==> src/abr_regs.svh <==
// register offsets, field positions, reset values and timing counts
`ifndef ABR_REGS_SVH
`define ABR_REGS_SVH
`define ABR_OFF_CTRL      8'h00
`define ABR_OFF_DIV_LOW   8'h04
`define ABR_OFF_DIV_HIGH  8'h08
`define ABR_OFF_RX_DATA   8'h0c
`define ABR_OFF_TX_DATA   8'h10
`define ABR_BIT_ASYNC     0
`define ABR_BIT_WAKE      1
`define ABR_BIT_AUTOBAUD  2
`define ABR_BIT_WIDE      3
`define ABR_BIT_HSPEED    4
`define ABR_BIT_RXIRQ     5
`define ABR_BIT_MEASURE   6
`define ABR_BIT_OVF       7
`define ABR_CTRL_RESET    6'h00
`define ABR_DIV_RESET     16'h0000
`define ABR_MEAS_PERIOD   9'h1ff
`define ABR_HALF_PERIOD   9'h01f
`define ABR_LAST_EDGE     3'h4
`endif

==> src/abr_pkg.sv <==
// types shared by the autobaud serial receive block
package abr_pkg;
    typedef enum logic [2:0] {
        MEAS_OFF   = 3'b000,
        MEAS_BREAK = 3'b001,
        MEAS_START = 3'b010,
        MEAS_RISE  = 3'b011,
        MEAS_COUNT = 3'b100
    } abr_meas_e_t;
    typedef enum logic [1:0] {
        RX_IDLE  = 2'b00,
        RX_START = 2'b01,
        RX_DATA  = 2'b10,
        RX_STOP  = 2'b11
    } abr_rx_e_t;
    typedef struct packed {
        logic autobaud_overflow_flag;
        logic high_speed_baud_select;
        logic wide_divisor_select;
        logic autobaud_enable;
        logic wake_on_rx_enable;
        logic async_mode;
    } abr_ctrl_t;
    typedef struct packed {
        abr_rx_e_t   st;
        logic [16:0] cnt;
        logic [2:0]  bitn;
        logic [7:0]  data;
        logic        valid;
    } abr_rx_st_t;
    typedef struct packed {
        logic        pready;
        logic        pslverr;
        logic [31:0] prdata;
        abr_ctrl_t   ctrl;
        logic [15:0] div;
        abr_meas_e_t meas;
        logic [2:0]  edges;
        logic        rx_prev;
        logic        rxif;
        logic [7:0]  rxdata;
        logic [7:0]  txdata;
        logic        tx_load;
        logic        measuring;
    } abr_top_st_t;
endpackage

==> src/abr_presc.sv <==
// prescaler: one-cycle tick for the measure counter or the receive half-unit
`timescale 1ns/100ps
`include "abr_regs.svh"
module abr_presc #(
    parameter int CNT_W = 9
) (
    // clock and reset
    input  wire logic       pclk,
    input  wire logic       presetn,
    // rate selection
    input  wire logic       meas_mode,
    input  wire logic [1:0] sel_count,
    // tick out
    output logic            tick
);
    typedef struct packed {
        logic [CNT_W-1:0] cnt;
        logic             tick;
    } abr_presc_st_t;

    abr_presc_st_t q;       // registered state
    abr_presc_st_t next_q;  // next state
    logic [CNT_W-1:0] last; // terminal count

    // refuse a counter too narrow for the slowest rate
    if (CNT_W < 9) begin : g_chk
        $error("abr_presc: CNT_W below 9");
    end

    ////////////////////////////////////////////////////////////////////
    // period: 512/128/32 while measuring, 32/8/2 for reception
    always_comb begin
        last = CNT_W'((meas_mode ? `ABR_MEAS_PERIOD : `ABR_HALF_PERIOD) >> {sel_count, 1'b0}); // RULE_10 RULE_11
        next_q = q;
        next_q.tick = 1'b0;
        if (q.cnt >= last) begin
            next_q.cnt = '0;
            next_q.tick = 1'b1;
        end else begin
            next_q.cnt = q.cnt + 1'b1;
        end
    end

    // state register
    always_ff @(posedge pclk or negedge presetn) begin
        if (!presetn) begin
            q <= '0;
        end else begin
            q <= next_q;
        end
    end

    assign tick = q.tick;
endmodule // abr_presc

==> src/abr_rx.sv <==
// asynchronous 8-bit receiver timed by the baud divisor
`timescale 1ns/100ps
module abr_rx
    import abr_pkg::*;
(
    // clock and reset
    input  wire logic        pclk,
    input  wire logic        presetn,
    // control
    input  wire logic        hold,
    input  wire logic        half_tick,
    input  wire logic [15:0] divisor,
    // line
    input  wire logic        rx,
    // received byte
    output logic             valid,
    output logic [7:0]       data
);
    abr_rx_st_t q;        // registered state
    abr_rx_st_t next_q;   // next state
    logic [16:0] bit_end; // half ticks per bit, less one

    ////////////////////////////////////////////////////////////////////
    // start found mid-bit, then one sample per bit time
    always_comb begin
        bit_end = {divisor, 1'b1};
        next_q = q;
        next_q.valid = 1'b0;
        if (hold) begin
            // kept idle while the line is being measured
            next_q.st = RX_IDLE; // RULE_13
            next_q.cnt = '0;
        end else begin
            case (q.st)
                RX_IDLE: begin
                    if (!rx) begin
                        next_q.st = RX_START;
                        next_q.cnt = '0;
                    end
                end
                RX_START: begin
                    if (half_tick && q.cnt == {1'b0, divisor}) begin
                        next_q.st = rx ? RX_IDLE : RX_DATA;
                        next_q.cnt = '0;
                        next_q.bitn = '0;
                    end else if (half_tick) begin
                        next_q.cnt = q.cnt + 1'b1;
                    end
                end
                RX_DATA: begin
                    if (half_tick && q.cnt == bit_end) begin
                        next_q.data = {rx, q.data[7:1]};
                        next_q.cnt = '0;
                        next_q.bitn = q.bitn + 1'b1;
                        if (q.bitn == 3'h7) begin
                            next_q.st = RX_STOP;
                        end
                    end else if (half_tick) begin
                        next_q.cnt = q.cnt + 1'b1;
                    end
                end
                RX_STOP: begin
                    if (half_tick && q.cnt == bit_end) begin
                        next_q.valid = rx;
                        next_q.st = RX_IDLE;
                    end else if (half_tick) begin
                        next_q.cnt = q.cnt + 1'b1;
                    end
                end
                default: begin
                    next_q.st = RX_IDLE;
                end
            endcase
        end
    end

    // state register
    always_ff @(posedge pclk or negedge presetn) begin
        if (!presetn) begin
            q <= '0;
        end else begin
            q <= next_q;
        end
    end

    assign valid = q.valid;
    assign data = q.data;
endmodule // abr_rx

==> src/abr_autobaud.sv <==
// autobaud measurement with apb registers and divisor-timed receiver
// Functional notes
// RULE_01: measure only in async mode, wake clear; with wake set the block waits out the break, which clears wake
// RULE_02: start bit with enable set starts measuring
// RULE_03: enable set clears divisor, awaits start bit
// RULE_04: remote sends 55h calibration byte
// RULE_05: count from first rising edge on pin
// RULE_06: fifth rising edge stores count, clears enable
// RULE_07: counter rollover sets overflow flag
// RULE_08: overflow set by hardware, writable by software
// RULE_09: rollover keeps measuring, enable stays set
// RULE_10: counter runs at one eighth baud clock
// RULE_11: rates 512, 128, 32 by selects
// RULE_12: always a 16-bit counter while measuring
// RULE_13: receiver held idle while measuring
// RULE_14: fifth rising edge sets receive flag
// RULE_15: receive data read clears flag
// RULE_16: wake set measures byte after break
// RULE_17: transmit data writes refused while enabled
// RULE_18: software avoids enabling during transmission
// RULE_19: software checks high divisor zero
// RULE_20: measured divisor used for later reception
//
// Chosen here: the APB slave port and the address map.
`timescale 1ns/100ps
`include "abr_regs.svh"
module abr_autobaud
    import abr_pkg::*;
(
    // clock and reset
    input  wire logic        pclk,
    input  wire logic        presetn,
    // apb slave
    input  wire logic        psel,
    input  wire logic        penable,
    input  wire logic        pwrite,
    input  wire logic [7:0]  paddr,
    input  wire logic [31:0] pwdata,
    output logic             pready,
    output logic [31:0]      prdata,
    output logic             pslverr,
    // serial line
    input  wire logic        serial_receive_pin,
    // status
    output logic             receive_irq_flag,
    output logic             autobaud_measure_mode,
    // transmit hand-off
    output logic [7:0]       tx_byte,
    output logic             tx_load
);
    abr_top_st_t q;        // registered state
    abr_top_st_t next_q;   // next state
    logic        tick;     // prescaler tick
    logic        rx_valid; // byte received
    logic [7:0]  rx_byte;  // received byte
    logic        acc;      // access phase
    logic        done;     // transfer completes
    logic        rise;     // rising edge on pin
    logic        fall;     // falling edge on pin
    logic        rx_hold;  // receiver held idle
    logic [15:0] rx_div;   // divisor seen by receiver
    logic [1:0]  sel_n;    // number of rate selects set
    logic        last_edge; // fifth rising edge now
    logic        tx_refuse; // write to transmit refused

    ////////////////////////////////////////////////////////////////////
    // address decode
    function automatic logic hit(input logic [7:0] a);
        hit = (a == `ABR_OFF_CTRL) || (a == `ABR_OFF_DIV_LOW) ||
              (a == `ABR_OFF_DIV_HIGH) || (a == `ABR_OFF_RX_DATA) ||
              (a == `ABR_OFF_TX_DATA);
    endfunction

    // read mux
    function automatic logic [31:0] rd(input logic [7:0] a, input abr_top_st_t s);
        rd = 32'h0000_0000;
        case (a)
            `ABR_OFF_CTRL: begin
                rd[`ABR_BIT_ASYNC]    = s.ctrl.async_mode;
                rd[`ABR_BIT_WAKE]     = s.ctrl.wake_on_rx_enable;
                rd[`ABR_BIT_AUTOBAUD] = s.ctrl.autobaud_enable;
                rd[`ABR_BIT_WIDE]     = s.ctrl.wide_divisor_select;
                rd[`ABR_BIT_HSPEED]   = s.ctrl.high_speed_baud_select;
                rd[`ABR_BIT_RXIRQ]    = s.rxif;
                rd[`ABR_BIT_MEASURE]  = (s.meas != MEAS_OFF);
                rd[`ABR_BIT_OVF]      = s.ctrl.autobaud_overflow_flag;
            end
            `ABR_OFF_DIV_LOW:  rd[7:0] = s.div[7:0];
            `ABR_OFF_DIV_HIGH: rd[7:0] = s.div[15:8];
            `ABR_OFF_RX_DATA:  rd[7:0] = s.rxdata;
            `ABR_OFF_TX_DATA:  rd[7:0] = s.txdata;
            default:           rd = 32'h0000_0000;
        endcase
    endfunction

    ////////////////////////////////////////////////////////////////////
    // counter clock and receiver
    assign sel_n = {1'b0, q.ctrl.wide_divisor_select} + {1'b0, q.ctrl.high_speed_baud_select};

    // free-running divider; its phase is not reset at a run start,
    // so a measured count may be one tick off
    abr_presc #(
        .CNT_W     (9)
    ) u_presc (
        .pclk      (pclk),
        .presetn   (presetn),
        .meas_mode (q.meas != MEAS_OFF),
        .sel_count (sel_n),
        .tick      (tick)
    );

    // 8-bit divisor unless wide select set
    assign rx_div = q.ctrl.wide_divisor_select ? q.div : {8'h00, q.div[7:0]}; // RULE_20
    assign rx_hold = (q.meas != MEAS_OFF) || !q.ctrl.async_mode; // RULE_13

    // receiver paced by half ticks of the same divider,
    // held idle for the whole measurement
    abr_rx u_rx (
        .pclk      (pclk),
        .presetn   (presetn),
        .hold      (rx_hold),
        .half_tick (tick),
        .divisor   (rx_div),
        .rx        (serial_receive_pin),
        .valid     (rx_valid),
        .data      (rx_byte)
    );

    ////////////////////////////////////////////////////////////////////
    // bus side, then hardware events, which win over software
    assign acc = psel && penable;
    assign done = acc && q.pready;
    // edges against last cycle's pin sample, which resets high
    // so that the idle line shows no edge out of reset
    assign rise = serial_receive_pin && !q.rx_prev;
    assign fall = !serial_receive_pin && q.rx_prev;
    assign last_edge = (q.meas == MEAS_COUNT) && rise && (q.edges == `ABR_LAST_EDGE);
    assign tx_refuse = pwrite && (paddr == `ABR_OFF_TX_DATA) && q.ctrl.autobaud_enable;

    // bus first, then receiver, then sequencer:
    // hardware sets come after software writes,
    // so an event and a clear in one cycle
    // leave the flag set
    always_comb begin
        next_q = q;
        next_q.tx_load = 1'b0;
        next_q.rx_prev = serial_receive_pin;
        // one wait state, answer registered
        next_q.pready = acc && !q.pready;
        if (acc && !q.pready) begin
            next_q.prdata = rd(paddr, q);
            next_q.pslverr = !hit(paddr) || tx_refuse; // RULE_17
        end
        if (done && pwrite) begin
            case (paddr)
                `ABR_OFF_CTRL: begin
                    next_q.ctrl.async_mode = pwdata[`ABR_BIT_ASYNC];
                    next_q.ctrl.wake_on_rx_enable = pwdata[`ABR_BIT_WAKE];
                    next_q.ctrl.autobaud_enable = pwdata[`ABR_BIT_AUTOBAUD];
                    next_q.ctrl.wide_divisor_select = pwdata[`ABR_BIT_WIDE];
                    next_q.ctrl.high_speed_baud_select = pwdata[`ABR_BIT_HSPEED];
                    next_q.ctrl.autobaud_overflow_flag = pwdata[`ABR_BIT_OVF]; // RULE_08
                end
                `ABR_OFF_DIV_LOW:  next_q.div[7:0] = pwdata[7:0];
                `ABR_OFF_DIV_HIGH: next_q.div[15:8] = pwdata[7:0];
                `ABR_OFF_TX_DATA: begin
                    // ignored while autobaud enable is set
                    if (!q.ctrl.autobaud_enable) begin // RULE_17
                        next_q.txdata = pwdata[7:0];
                        next_q.tx_load = 1'b1;
                    end
                end
                default: begin
                end
            endcase
        end

        // reading received data clears the flag
        if (done && !pwrite && paddr == `ABR_OFF_RX_DATA) begin
            next_q.rxif = 1'b0; // RULE_15
        end

        // received byte
        if (rx_valid) begin
            next_q.rxdata = rx_byte;
            next_q.rxif = 1'b1;
        end

        // measurement sequencer
        case (q.meas)
            // idle until enabled in async mode
            MEAS_OFF: begin
                if (q.ctrl.autobaud_enable && q.ctrl.async_mode) begin
                    next_q.div = `ABR_DIV_RESET; // RULE_03
                    next_q.meas = q.ctrl.wake_on_rx_enable ? MEAS_BREAK : MEAS_START; // RULE_01 RULE_16
                end
            end
            // wake mode: the break is not measured
            MEAS_BREAK: begin
                // end of break wakes the port, next byte is measured
                if (rise) begin
                    next_q.ctrl.wake_on_rx_enable = 1'b0; // RULE_16
                    next_q.meas = MEAS_START;
                end
            end
            // falling edge of the start bit
            MEAS_START: begin
                if (fall) begin
                    next_q.meas = MEAS_RISE; // RULE_02
                end
            end
            // first rise ends the start bit
            MEAS_RISE: begin
                if (rise) begin
                    next_q.meas = MEAS_COUNT; // RULE_05
                    next_q.edges = 3'h1;
                end
            end
            // count ticks up to the fifth rise
            MEAS_COUNT: begin
                if (tick) begin
                    next_q.div = q.div + 1'b1; // RULE_05 RULE_12
                    if (q.div == 16'hffff) begin
                        next_q.ctrl.autobaud_overflow_flag = 1'b1; // RULE_07 RULE_09
                    end
                end
                if (last_edge) begin
                    // count stays in divisor pair
                    next_q.meas = MEAS_OFF; // RULE_06
                    next_q.ctrl.autobaud_enable = 1'b0;
                    next_q.rxif = 1'b1; // RULE_14
                end else if (rise) begin
                    next_q.edges = q.edges + 1'b1;
                end
            end
            default: begin
                next_q.meas = MEAS_OFF;
            end
        endcase

        // software cleared enable or left async mode
        if (!(next_q.ctrl.autobaud_enable && next_q.ctrl.async_mode)) begin
            next_q.meas = MEAS_OFF;
        end

        // measure flag in its own flop, so the
        // output comes straight from a register
        next_q.measuring = (next_q.meas != MEAS_OFF);
    end

    // state register
    always_ff @(posedge pclk or negedge presetn) begin
        if (!presetn) begin
            q <= '0;
            q.rx_prev <= 1'b1; // line idles high
        end else begin
            q <= next_q;
        end
    end

    // outputs straight from flops
    assign pready = q.pready;
    assign prdata = q.prdata;
    assign pslverr = q.pslverr;
    assign receive_irq_flag = q.rxif;
    assign autobaud_measure_mode = q.measuring;
    assign tx_byte = q.txdata;
    assign tx_load = q.tx_load;
endmodule // abr_autobaud

==> config.mk <==
export PLATFORM = sky130hd
export DESIGN_NAME = abr_autobaud
export DESIGN_NICKNAME = d
export VERILOG_FILES = /design/src/abr_pkg.sv /design/src/abr_presc.sv /design/src/abr_rx.sv /design/src/abr_autobaud.sv
export VERILOG_INCLUDE_DIRS = /design/src
export SDC_FILE = /design/constraint.sdc
export NUM_CORES = 1
export LEC_CHECK = 0
export BUFFER_PORTS_ARGS = -buffer_cell sky130_fd_sc_hd__buf_4
export CORE_MARGIN = 2
export CORE_UTILIZATION = 50
export CTS_BUF_LIST = sky130_fd_sc_hd__clkbuf_16
export DETAILED_ROUTE_END_ITERATION = 8
export GPL_TIMING_DRIVEN = 0
export PLACE_DENSITY = 0.74
export SETUP_SLACK_MARGIN = 0.4
export SLEW_MARGIN = 20
export SYNTH_ARGS = -nofsm -noshare
export SYNTH_HDL_FRONTEND = slang
export SYNTH_HIERARCHICAL = 1
export SYNTH_SLANG_ARGS = --single-unit
==> constraint.sdc <==
create_clock -name pclk -period 2.8 [get_ports pclk]
set_input_delay 0.28 -clock pclk [delete_from_list [all_inputs] [get_ports pclk]]
set_output_delay 0.28 -clock pclk [all_outputs]
set_load 0.03 [all_outputs]
## Word-level counts from Yosys, hierarchy flattened

Cells that the tools add are included.

- Register bits after elaboration: 99
- Output and inout port bits: 45
- Input bits: 46
- Logic and storage cells: 158

- $lt $le $gt $ge: 1
- $add $sub $neg: 6
- Shift-type cells: 1
- Bitwise gates (word level): 2
- Mux-type cells: 54
- Eq/ne operators: 27
- Reduce and logical (&&, ||, !) cells: 42

Operator list:

| kind | count |
|---|---|
| one-hot mux 19 bit (4 select lines) | 1 |
| 2-to-1 mux 17 bit | 4 |
| 2-to-1 mux 19 bit | 3 |
| one-hot mux 8 bit (5 select lines) | 1 |
| 2-to-1 mux 16 bit | 2 |
| one-hot mux 16 bit (2 select lines) | 1 |
| 2-to-1 mux 9 bit | 3 |
| 2-to-1 mux 22 bit | 1 |
| 2-to-1 mux 3 bit | 7 |
| adder 17 x 1 -> 17 bit, second input constant | 1 |
| == test 17 x 16 -> 1 bit | 1 |
| == test 17 bit | 1 |
| 2-to-1 mux 1 bit | 17 |
| adder 16 x 1 -> 16 bit, second input constant | 1 |
| == test 16 bit, second input constant | 1 |
| == test 8 x 4 -> 1 bit, second input constant | 2 |
| logical AND 1 bit | 16 |
| 2-to-1 mux 8 bit | 2 |
| one-hot mux 3 bit (5 select lines) | 1 |
| 2-to-1 mux 2 bit | 6 |
| 2-to-1 mux 6 bit | 2 |
| != test 3 x 2 -> 1 bit, second input constant | 4 |
| one-hot mux 3 bit (2 select lines) | 2 |
| 2-to-1 mux 11 bit | 1 |
| other kinds (27) | 52 |

## Depth between registers and ports, before layout

Gate-level depths: netlist of the first run.

- Word-level depth: 9
- Gate-level depth with buffers: 10

## Modules after synthesis

The synthesis of the first run kept the hierarchy.

Modules (own cells, without submodules):

| module | instances | cells an instance | area each (um^2) |
|---|---|---|---|
| abr_autobaud | 1 | 365 | 3627.2 |
| abr_rx | 1 | 227 | 2154.6 |
| abr_presc | 1 | 70 | 678.2 |

## Worst setup path before layout of the first run

No wires, ideal clock.

- Path type: register -> register
- Start: reg q[35] in the netlist's numbering
- End: reg u_rx/q[30] in the netlist's numbering
- Data arrival time: 2.447 ns
- Setup slack: 0.275 ns
- Clock period less this slack: 2.525 ns
- Cell stages (with the launch flop): 10
- Path through: dfrtp_1 -> clkbuf_1 -> and2_1 -> xor2_1 -> nor4_2 -> nand3_1 -> or4_1 -> a21o_1 -> or4b_1 -> a21oi_1

- Longest elaborated chain between the ends: 5
- Elaborated cells on any way between the ends: 9
- Those cells by class: eq/ne (5); mux (1); reduce/logical (3)

Ends and longest elaborated chain:

| item | line | source |
|---|---|---|
| start: declaration | abr_autobaud.sv:51 | `abr_top_st_t q;` |
| start signal: assignment | abr_autobaud.sv:257 | `q <= next_q;` |
| 2-to-1 mux 16 bit * | abr_autobaud.sv:113 | `assign rx_div = q.ctrl.wide_divisor_select ? q.div : {8'h00, q.div[7:0]};` |
| via rx_div[9] | abr_autobaud.sv:61 | `logic [15:0] rx_div;` |
| == test 17 bit / == test 17 x 16 -> 1 bit (equally long branches) | abr_rx.sv:51, abr_rx.sv:63, abr_rx.sv:42 |  |
| logical AND 1 bit (on tied branches) | abr_rx.sv:51, abr_rx.sv:63, abr_rx.sv:42 |  |
| != test 3 x 2 -> 1 bit (no source line) | -- |  |
| AND reduction 5 bit (no source line) * | -- |  |
| end signal: assignment | abr_rx.sv:82 | `q <= next_q;` |
| end: declaration | abr_rx.sv:19 | `abr_rx_st_t q;` |

The timed path passes the listed nets; every way through them passes the cells marked *.
A chain may end at the register's enable or synchronous reset.

## Worst setup path after layout of the first run

- Start: reg u_rx/q[15] in the netlist's numbering
- End: reg u_rx/q[30] in the netlist's numbering

- Longest elaborated chain between the ends: 4
- Elaborated cells on any way between the ends: 8
- Those cells by class: eq/ne (5); reduce/logical (3)

Ends and longest elaborated chain:

| item | line |
|---|---|
| == test 17 bit / == test 17 x 16 -> 1 bit (equally long branches) | abr_rx.sv:51, abr_rx.sv:63, abr_rx.sv:42 |
| logical AND 1 bit (on tied branches) | abr_rx.sv:51, abr_rx.sv:63, abr_rx.sv:42 |
| != test 3 x 2 -> 1 bit (no source line) | -- |
| AND reduction 5 bit (no source line) * | -- |

Mark *: on every way between the ends. The rest lies on a longest branch, timed or not.

==> run_results.csv, run 1 <==
group,metric,value,unit
drt,ant_nets,0,
floorplan,core,12600,um2
logic_synthesis,synth_top_area_share,0.380,
floorplan,boundaryPins,91,
clocking,clockBufferDepth,2,
sta,drv_slew,0,
logic_synthesis,synthCells,662,
floorplan,num_rows,41,
global_route,grt_pass1_vias,5434,
critical_path,endpoint_kind,"register",
logic_synthesis,synth_cell_types,72,
global_route,grt_pass1_wl,27400,um
finish,drive_above_1_share,0.291,
logic_synthesis,synth_top_family_by_area,"simple AND/OR/NAND/NOR gates",
global_route,grt_max_degree,100,
floorplan,die_w,118,um
logic_synthesis,ys_seq_area_frac,0.384,
logic_synthesis,synth-seq-cells,99,
logic_synthesis,muxShareOfSynthArea,0.0690,
finish,fin_area,7880,um2
critical_path,crit_chain,"xor2_1, nor4_2, nand3_1, or4_4, a21o_1, or4b_1, a21oi_1",
critical_path,cp.arrival,2.88,ns
finish,antenna_cells,0,
floorplan,fp.dieH,118,um
placed_design,place_hpwl,11700,um
critical_path,max_stage_delay,0.51,ns
finish,final_core_util,0.624,
clocking,clk_pin_slew_worst_paths,0.07,ns
logic_synthesis,synth_edf_count,0,
sta,slew_headroom,0.390,
clocking,clk_latency,0.36,ns
global_route,antenna_found_initial,0,
global_route,gr-usage-met1,0.308,
sta,worst_pin_slew,0.914,ns
logic_synthesis,synth_flop_cell,"dfrtp_1",
logic_synthesis,synth_compound_area_frac,0.181,
hold_path,min_path_type,"primary input to asynchronous set/reset pin",
finish,nNetsFinal,824,
sta,setup_viol,0,
critical_path,crit_slowest_cell,"or4b_1",
placed_design,placed_area,7100,um2
global_route,grt_util_met3,0.0562,
job,cap_violations,0,
power_and_ir_drop,p_leak,0.00366,uW
sta,rsz0062_at_grt,"yes",
drt,via_per_inst,5.95,
finish,final_common_cell,"buf_4",
critical_path,criticalPathCategory,"register to register",
logic_synthesis,synthAdderAreaFrac,0.0387,
sta,finClkSkew,0.00890,ns
finish,area_growth,22.0,%
global_route,use_met2,0.411,
floorplan,dieArea,13800,um2
drt,firstDrtPassIters,5,
logic_synthesis,netlist.top_cell.by_area,"dfrtp_1",
logic_synthesis,synth-simple-area-share,0.186,
drt,drcViolationCount,0,
sta,final-hold-violation-count,0,
drt,wl_per_cell,18.3,um
floorplan,start_util,0.512,
drt,drt_iter0_markers,508,
logic_synthesis,synth-async-reset-ratio,1.00,
power_and_ir_drop,p_total,3700,uW
clocking,clkSinkCount,99,
power_and_ir_drop,vdd_drop_max,0.580,mV
drt,vias,5559,
clocking,clock-root-buffer,"clkbuf_16",
global_route,overflow,0,
logic_synthesis,synth_area_per_cell,9.76,um2
drt,wirelength,17200,um
placed_design,place_congestion,0.917,
sta,period_needed,2.60,ns
critical_path,crit_required,3.08,ns
clocking,cts_tree,"built",
logic_synthesis,yosysWarnings,6,
status,outcome,"finished clean",
critical_path,cp-start-kind,"register",
placed_design,port_buffers,42,
sta,fin_crit_sh,0.928,
clocking,ctsHtreeMaxLevel,3,
power_and_ir_drop,p_per_area,469,nW/um2
critical_path,cp_max_fo,6,
global_route,top_usage_layer,"met2",
logic_synthesis,synth_area_leaders,"dfrtp_1, buf_4, mux2_2",
finish,mostFrequentLayoutCells,"buf_4, dfrtp_1, nand2_1",
sta,fmax,0.385,GHz
global_route,grtUsageTotal,0.243,
logic_synthesis,synthesis.area,6460,um2
logic_synthesis,synth_xor_area_frac,0.0556,
clocking,cts_buffers,9,
cell type report:
class | count | area, um2
Clock buffer | 9 | 225
Inverter | 17 | 63.8
Timing Repair Buffer | 60 | 465
Tap cell | 172 | 215
Clock inverter | 7 | 124
Multi-Input combinational cell | 495 | 3770
Sequential cell | 99 | 2480
Fill cell | 1052 | 4740
Buffer | 76 | 534
power by group:
| part | switching [uW] | total (uW) | internal, uW | leakage [uW] |
|---|---|---|---|---|
| logic | 353 | 611 | 257 | 0.00220 |
| clock network | 605 | 1490 | 883 | 0.000167 |
| registers | 98.4 | 1600 | 1500 | 0.00130 |
metal layers:
metal | wire length (um) | share of wire
met1 | 7220 | 0.42
met5 | 0 | 0
met4 | 444 | 0.026
met2 | 8550 | 0.50
met3 | 947 | 0.055
per-stage QoR:
step	hold slack, ns	TNS [ns]	instances	setup slack [ns]
floorplan	-0.0156	0	685	0.324
global placement	0.464	-0.455	899	-0.0464
detailed placement	0.457	-2.34	899	-0.194
CTS	0.0730	0	926	0.268
global route	0.0878	0	935	0.181
finish	0.0400	0	935	0.201
sequential cells by signal (all words and copies together) (netlist names):
register	count
autobaud_measure_mode	1
prdata	8
pready	1
pslverr	1
q	37
receive_irq_flag	1
tx_byte	8
tx_load	1
u_presc/q	9
u_presc/tick	1
u_rx/data	8
u_rx/q	22
u_rx/valid	1
worst max-delay path, delay by kind of cell, from the launching register on:
family                    cells  cell delay (ns)
xor gates and xnor gates      1             0.21
AOI/OAI and AO/OA             2             0.34
and+or+nand+nor               4             1.50
DFF                           1             0.48
synth_stat cells (9+ instances only):
master / n
nand2_1: 37
xnor2_1: 19
nor4_1: 13
inv_1: 15
nor3_1: 11
and2_1: 11
o21ai_1: 17
o21a_1: 10
a22o_1: 11
nor2b_1: 19
a21oi_1: 15
mux2_2: 28
a211oi_1: 9
nand4_1: 13
o21ai_0: 16
clkbuf_1: 22
buf_4: 48
and3_1: 11
ha_1: 20
dfrtp_1: 98
xor2_1: 22
nand3_1: 20
a22oi_1: 19
nor2_1: 28
what timing repair did:
action                                  4_1_cts  5_1_grt
cloned                                        1        2
setup buffers                                10        7
endpoints found under the setup margin       40       44
hold buffers                                  0        0
pin swaps                                    19       17
gates resized for setup                      41       38
kinds of logic after synthesis:
family | Yosys count
other | 1
buffers and inverters | 93
AND/OR/NAND/NOR | 206
multiplexers | 40
adder cells (fa/ha/maj) | 20
XOR/XNOR | 41
flip-flops | 99
AO/OA/AOI/OAI | 162
path summary, 6_finish.rpt:
| kind | startpoint | endpoint | slack, ns | depth (start not counted) |
|---|---|---|---|---|
| setup / recovery | u_rx/q[15] | u_rx/q[30] | 0.20 | 7 |
| hold / removal | presetn | u_rx/q[9] | 0.04 | 1 |
| setup reg to reg | u_rx/q[15] | u_rx/q[30] | 0.20 | 7 |
| hold reg to reg | u_presc/q[1] | u_presc/q[1] | 0.50 | 1 |
| max in group asynchronous | presetn | q[45] | 2.12 | 1 |
| min in group pclk | serial_receive_pin | q[19] | 0.10 | 1 |
(Power assumes the default switching activity.)
==> inputs of run 2 (changes only) <==
--- a/config.mk
+++ b/config.mk
@@ -8,14 +8,13 @@
 export LEC_CHECK = 0
 export BUFFER_PORTS_ARGS = -buffer_cell sky130_fd_sc_hd__buf_4
 export CORE_MARGIN = 2
-export CORE_UTILIZATION = 50
+export CORE_UTILIZATION = 30
 export CTS_BUF_LIST = sky130_fd_sc_hd__clkbuf_16
 export DETAILED_ROUTE_END_ITERATION = 8
 export GPL_TIMING_DRIVEN = 0
-export PLACE_DENSITY = 0.74
+export PLACE_DENSITY = 0.51
 export SETUP_SLACK_MARGIN = 0.4
 export SLEW_MARGIN = 20
 export SYNTH_ARGS = -nofsm -noshare
 export SYNTH_HDL_FRONTEND = slang
-export SYNTH_HIERARCHICAL = 1
 export SYNTH_SLANG_ARGS = --single-unit
==> run_results.csv, run 2 <==
group,metric,value,unit
status,outcome,"finished with violations",
status,violations,"hold timing",
placed_design,placed_area,7170,um2
global_route,grtUsageTotal,0.153,
critical_path,crit_slowest_cell,"dfrtp_2",
sta,hold_ws,-0.0133,ns
power_and_ir_drop,vdd_drop_max,0.327,mV
placed_design,place_congestion,0.861,
global_route,grt_pass1_wl,27200,um
finish,reg_top3,"q x37, u_rx.q x22, u_presc.q x9",
critical_path,cp-start-kind,"register",
clocking,cts_hold_buffers,0,
sta,rsz0062_at_grt,"no",
finish,final_common_cell,"nand2_1",
sta,fin_crit_sh,0.821,
drt,firstDrtPassIters,4,
floorplan,core,21000,um2
finish,nNetsFinal,874,
finish,largest_register_ffs,37,
job,cap_violations,0,
logic_synthesis,synthesis.area,6420,um2
critical_path,cp.arrival,2.59,ns
logic_synthesis,synth_edf_count,0,
logic_synthesis,synthCells,723,
logic_synthesis,synth_top_area_share,0.382,
power_and_ir_drop,p_per_area,429,nW/um2
finish,drive_above_1_share,0.253,
sta,finClkSkew,0.00951,ns
clocking,clockBufferDepth,2,
logic_synthesis,netlist.top_cell.by_area,"dfrtp_1",
global_route,antenna_found_initial,0,
finish,fin_area,7690,um2
clocking,clock-root-buffer,"clkbuf_16",
sta,final-hold-violation-count,4,
sta,slew_headroom,0.362,
logic_synthesis,synth-seq-cells,99,
clocking,clk_latency,0.36,ns
floorplan,dieArea,22600,um2
critical_path,max_stage_delay,0.46,ns
logic_synthesis,ys_seq_area_frac,0.386,
drt,drt_iter0_markers,349,
clocking,cts_buffers,9,
floorplan,boundaryPins,91,
clocking,clkSinkCount,99,
floorplan,start_util,0.305,
logic_synthesis,synth_cell_types,71,
logic_synthesis,synth_flop_cell,"dfrtp_1",
logic_synthesis,ys_top_cells_by_count,"nand2_1, dfrtp_1, buf_4, o21ai_0, nor2_1",
global_route,grt_pass1_vias,5005,
finish,ff_latch_area,2490,um2
finish,mostFrequentLayoutCells,"nand2_1, buf_4, dfrtp_1",
critical_path,crit_required,3.09,ns
hold_path,min_path_type,"primary input to asynchronous set/reset pin",
sta,drv_slew,0,
finish,fillerInstances,2157,
critical_path,path_common_cell,"ha_1",
placed_design,place_hpwl,12100,um
power_and_ir_drop,p_leak,0.00351,uW
logic_synthesis,synth-async-reset-ratio,1.00,
critical_path,endpoint_kind,"register",
sta,period_needed,2.30,ns
sta,setup_viol,0,
finish,multiInputGateArea,3510,um2
drt,drcViolationCount,0,
sta,fin_setup_tns,0,ns
placed_design,port_buffers,42,
power_and_ir_drop,p_total,3300,uW
clocking,clk_pin_slew_worst_paths,0.08,ns
critical_path,cp_max_fo,5,
drt,wl_per_cell,15.5,um
logic_synthesis,yosys.cell_count.top_type,"nand2_1",
drt,ant_nets,0,
finish,top_register,"q",
drt,vias,5345,
global_route,overflow,0,
clocking,cts_tree,"built",
finish,final_core_util,0.366,
floorplan,die_w,150,um
global_route,grt_max_degree,100,
sta,worst_pin_slew,0.957,ns
logic_synthesis,synth_area_leaders,"dfrtp_1, nand2_1, buf_4",
clocking,ctsHtreeMaxLevel,3,
logic_synthesis,yosysWarnings,0,
critical_path,crit_chain,"ha_1, or3_1, ha_1, a21o_1, a21oi_2, o21ai_4, nor2_1",
drt,via_per_inst,4.91,
critical_path,criticalPathCategory,"register to register",
sta,fmax,0.435,GHz
finish,area_growth,19.8,%
drt,wirelength,16900,um
floorplan,num_rows,53,
finish,antenna_cells,0,
floorplan,fp.dieH,150,um
logic_synthesis,synth_area_per_cell,8.88,um2
-- run 2: changes by cell type in the layout (fill, tap and decap cells not counted), moves of 9 or more --
| cell | before | now |
|---|---|---|
| mux2_2 | 28 | 19 |
| nor2b_1 | 18 | 2 |
| nand2_1 | 34 | 115 |
| a22oi_1 | 19 | 6 |
| o21a_1 | 10 | 0 |
| o21ai_0 | 12 | 44 |
| nand3_1 | 20 | 34 |
| buf_4 | 104 | 94 |
| o21ai_1 | 17 | 2 |
| buf_2 | 2 | 21 |
| nor2_1 | 26 | 39 |
| a31oi_1 | 2 | 15 |
| mux2i_1 | 4 | 13 |
-- run 2: layout make-up --
| cell class | instances | share of cell area |
|---|---|---|
| well taps | 275 | 0.0447 |
| plain buffers | 89 | 0.0743 |
| multi-input cells | 537 | 0.456 |
| flip-flops and latches | 99 | 0.323 |
| clock inverters | 7 | 0.0124 |
| repair buffers | 50 | 0.0493 |
| inverters | 22 | 0.0107 |
| clock buffers | 9 | 0.0293 |
-- run 2: kinds of logic (layout without fill, tap and decap cells) --
kind of cell    Yosys count  in the layout  share of synthesized area
compound gates          148            149                      0.158
xor+xnor                 35             35                     0.0478
flops                    99             99                      0.386
buf+inv                 111            177                     0.0994
mux                      32             32                     0.0536
simple gates            277            277                      0.215
other cells               1             24                   0.000584
fa+ha+maj                20             20                     0.0390
-- run 2: power by group --
group | switching, uW | internal, uW | total, uW
sequential | 55.3 | 1480 | 1530
clock | 621 | 720 | 1340
combinational | 256 | 170 | 426
total | 933 | 2370 | 3300
-- run 2: worst paths after layout --
| kind | from | to | slack, ns | cells past startpoint |
|---|---|---|---|---|
| worst max-delay path | q[46] | u_presc.q[7] | 0.50 | 7 |
| worst min-delay path | presetn | u_rx.q[23] | -0.01 | 1 |
| worst max register to register | q[46] | u_presc.q[7] | 0.50 | 7 |
| worst min register to register | prdata[7] | prdata[7] | 0.49 | 2 |
| max in group asynchronous | presetn | q[46] | 2.07 | 1 |
| min in group pclk | serial_receive_pin | q[19] | 0.08 | 1 |
-- run 2: layer usage --
metal / GRT usage / wire length [um]
met4: 0.0524 / 263
met3: 0.0200 / 653
met1: 0.220 / 8190
met5: 0 / 0
met2: 0.238 / 7780
-- run 2: through the flow --
step                      instances  setup WS, ns
final                          1088         0.500
after global routing           1088         0.392
after CTS                      1080         0.397
after detailed placement       1063       -0.0950
after global placement         1063       -0.0546
after floorplan                 746         0.457
-- run 2: critical path: cells and delay by family, from the launching register on --
| kind | cells | cell delay [ns] |
|---|---|---|
| AND/OR/NAND/NOR | 2 | 0.53 |
| adder cells (fa/ha/maj) | 2 | 0.63 |
| AO/OA/AOI/OAI | 3 | 0.60 |
| flip-flops | 1 | 0.46 |
-- run 2: what timing repair did --
action / 4_1_cts / 5_1_grt
resized for setup: 6 / 37
setup endpoints to repair: 11 / 43
pin swaps: 2 / 17
gates cloned: 0 / 1
setup buffers: 1 / 7
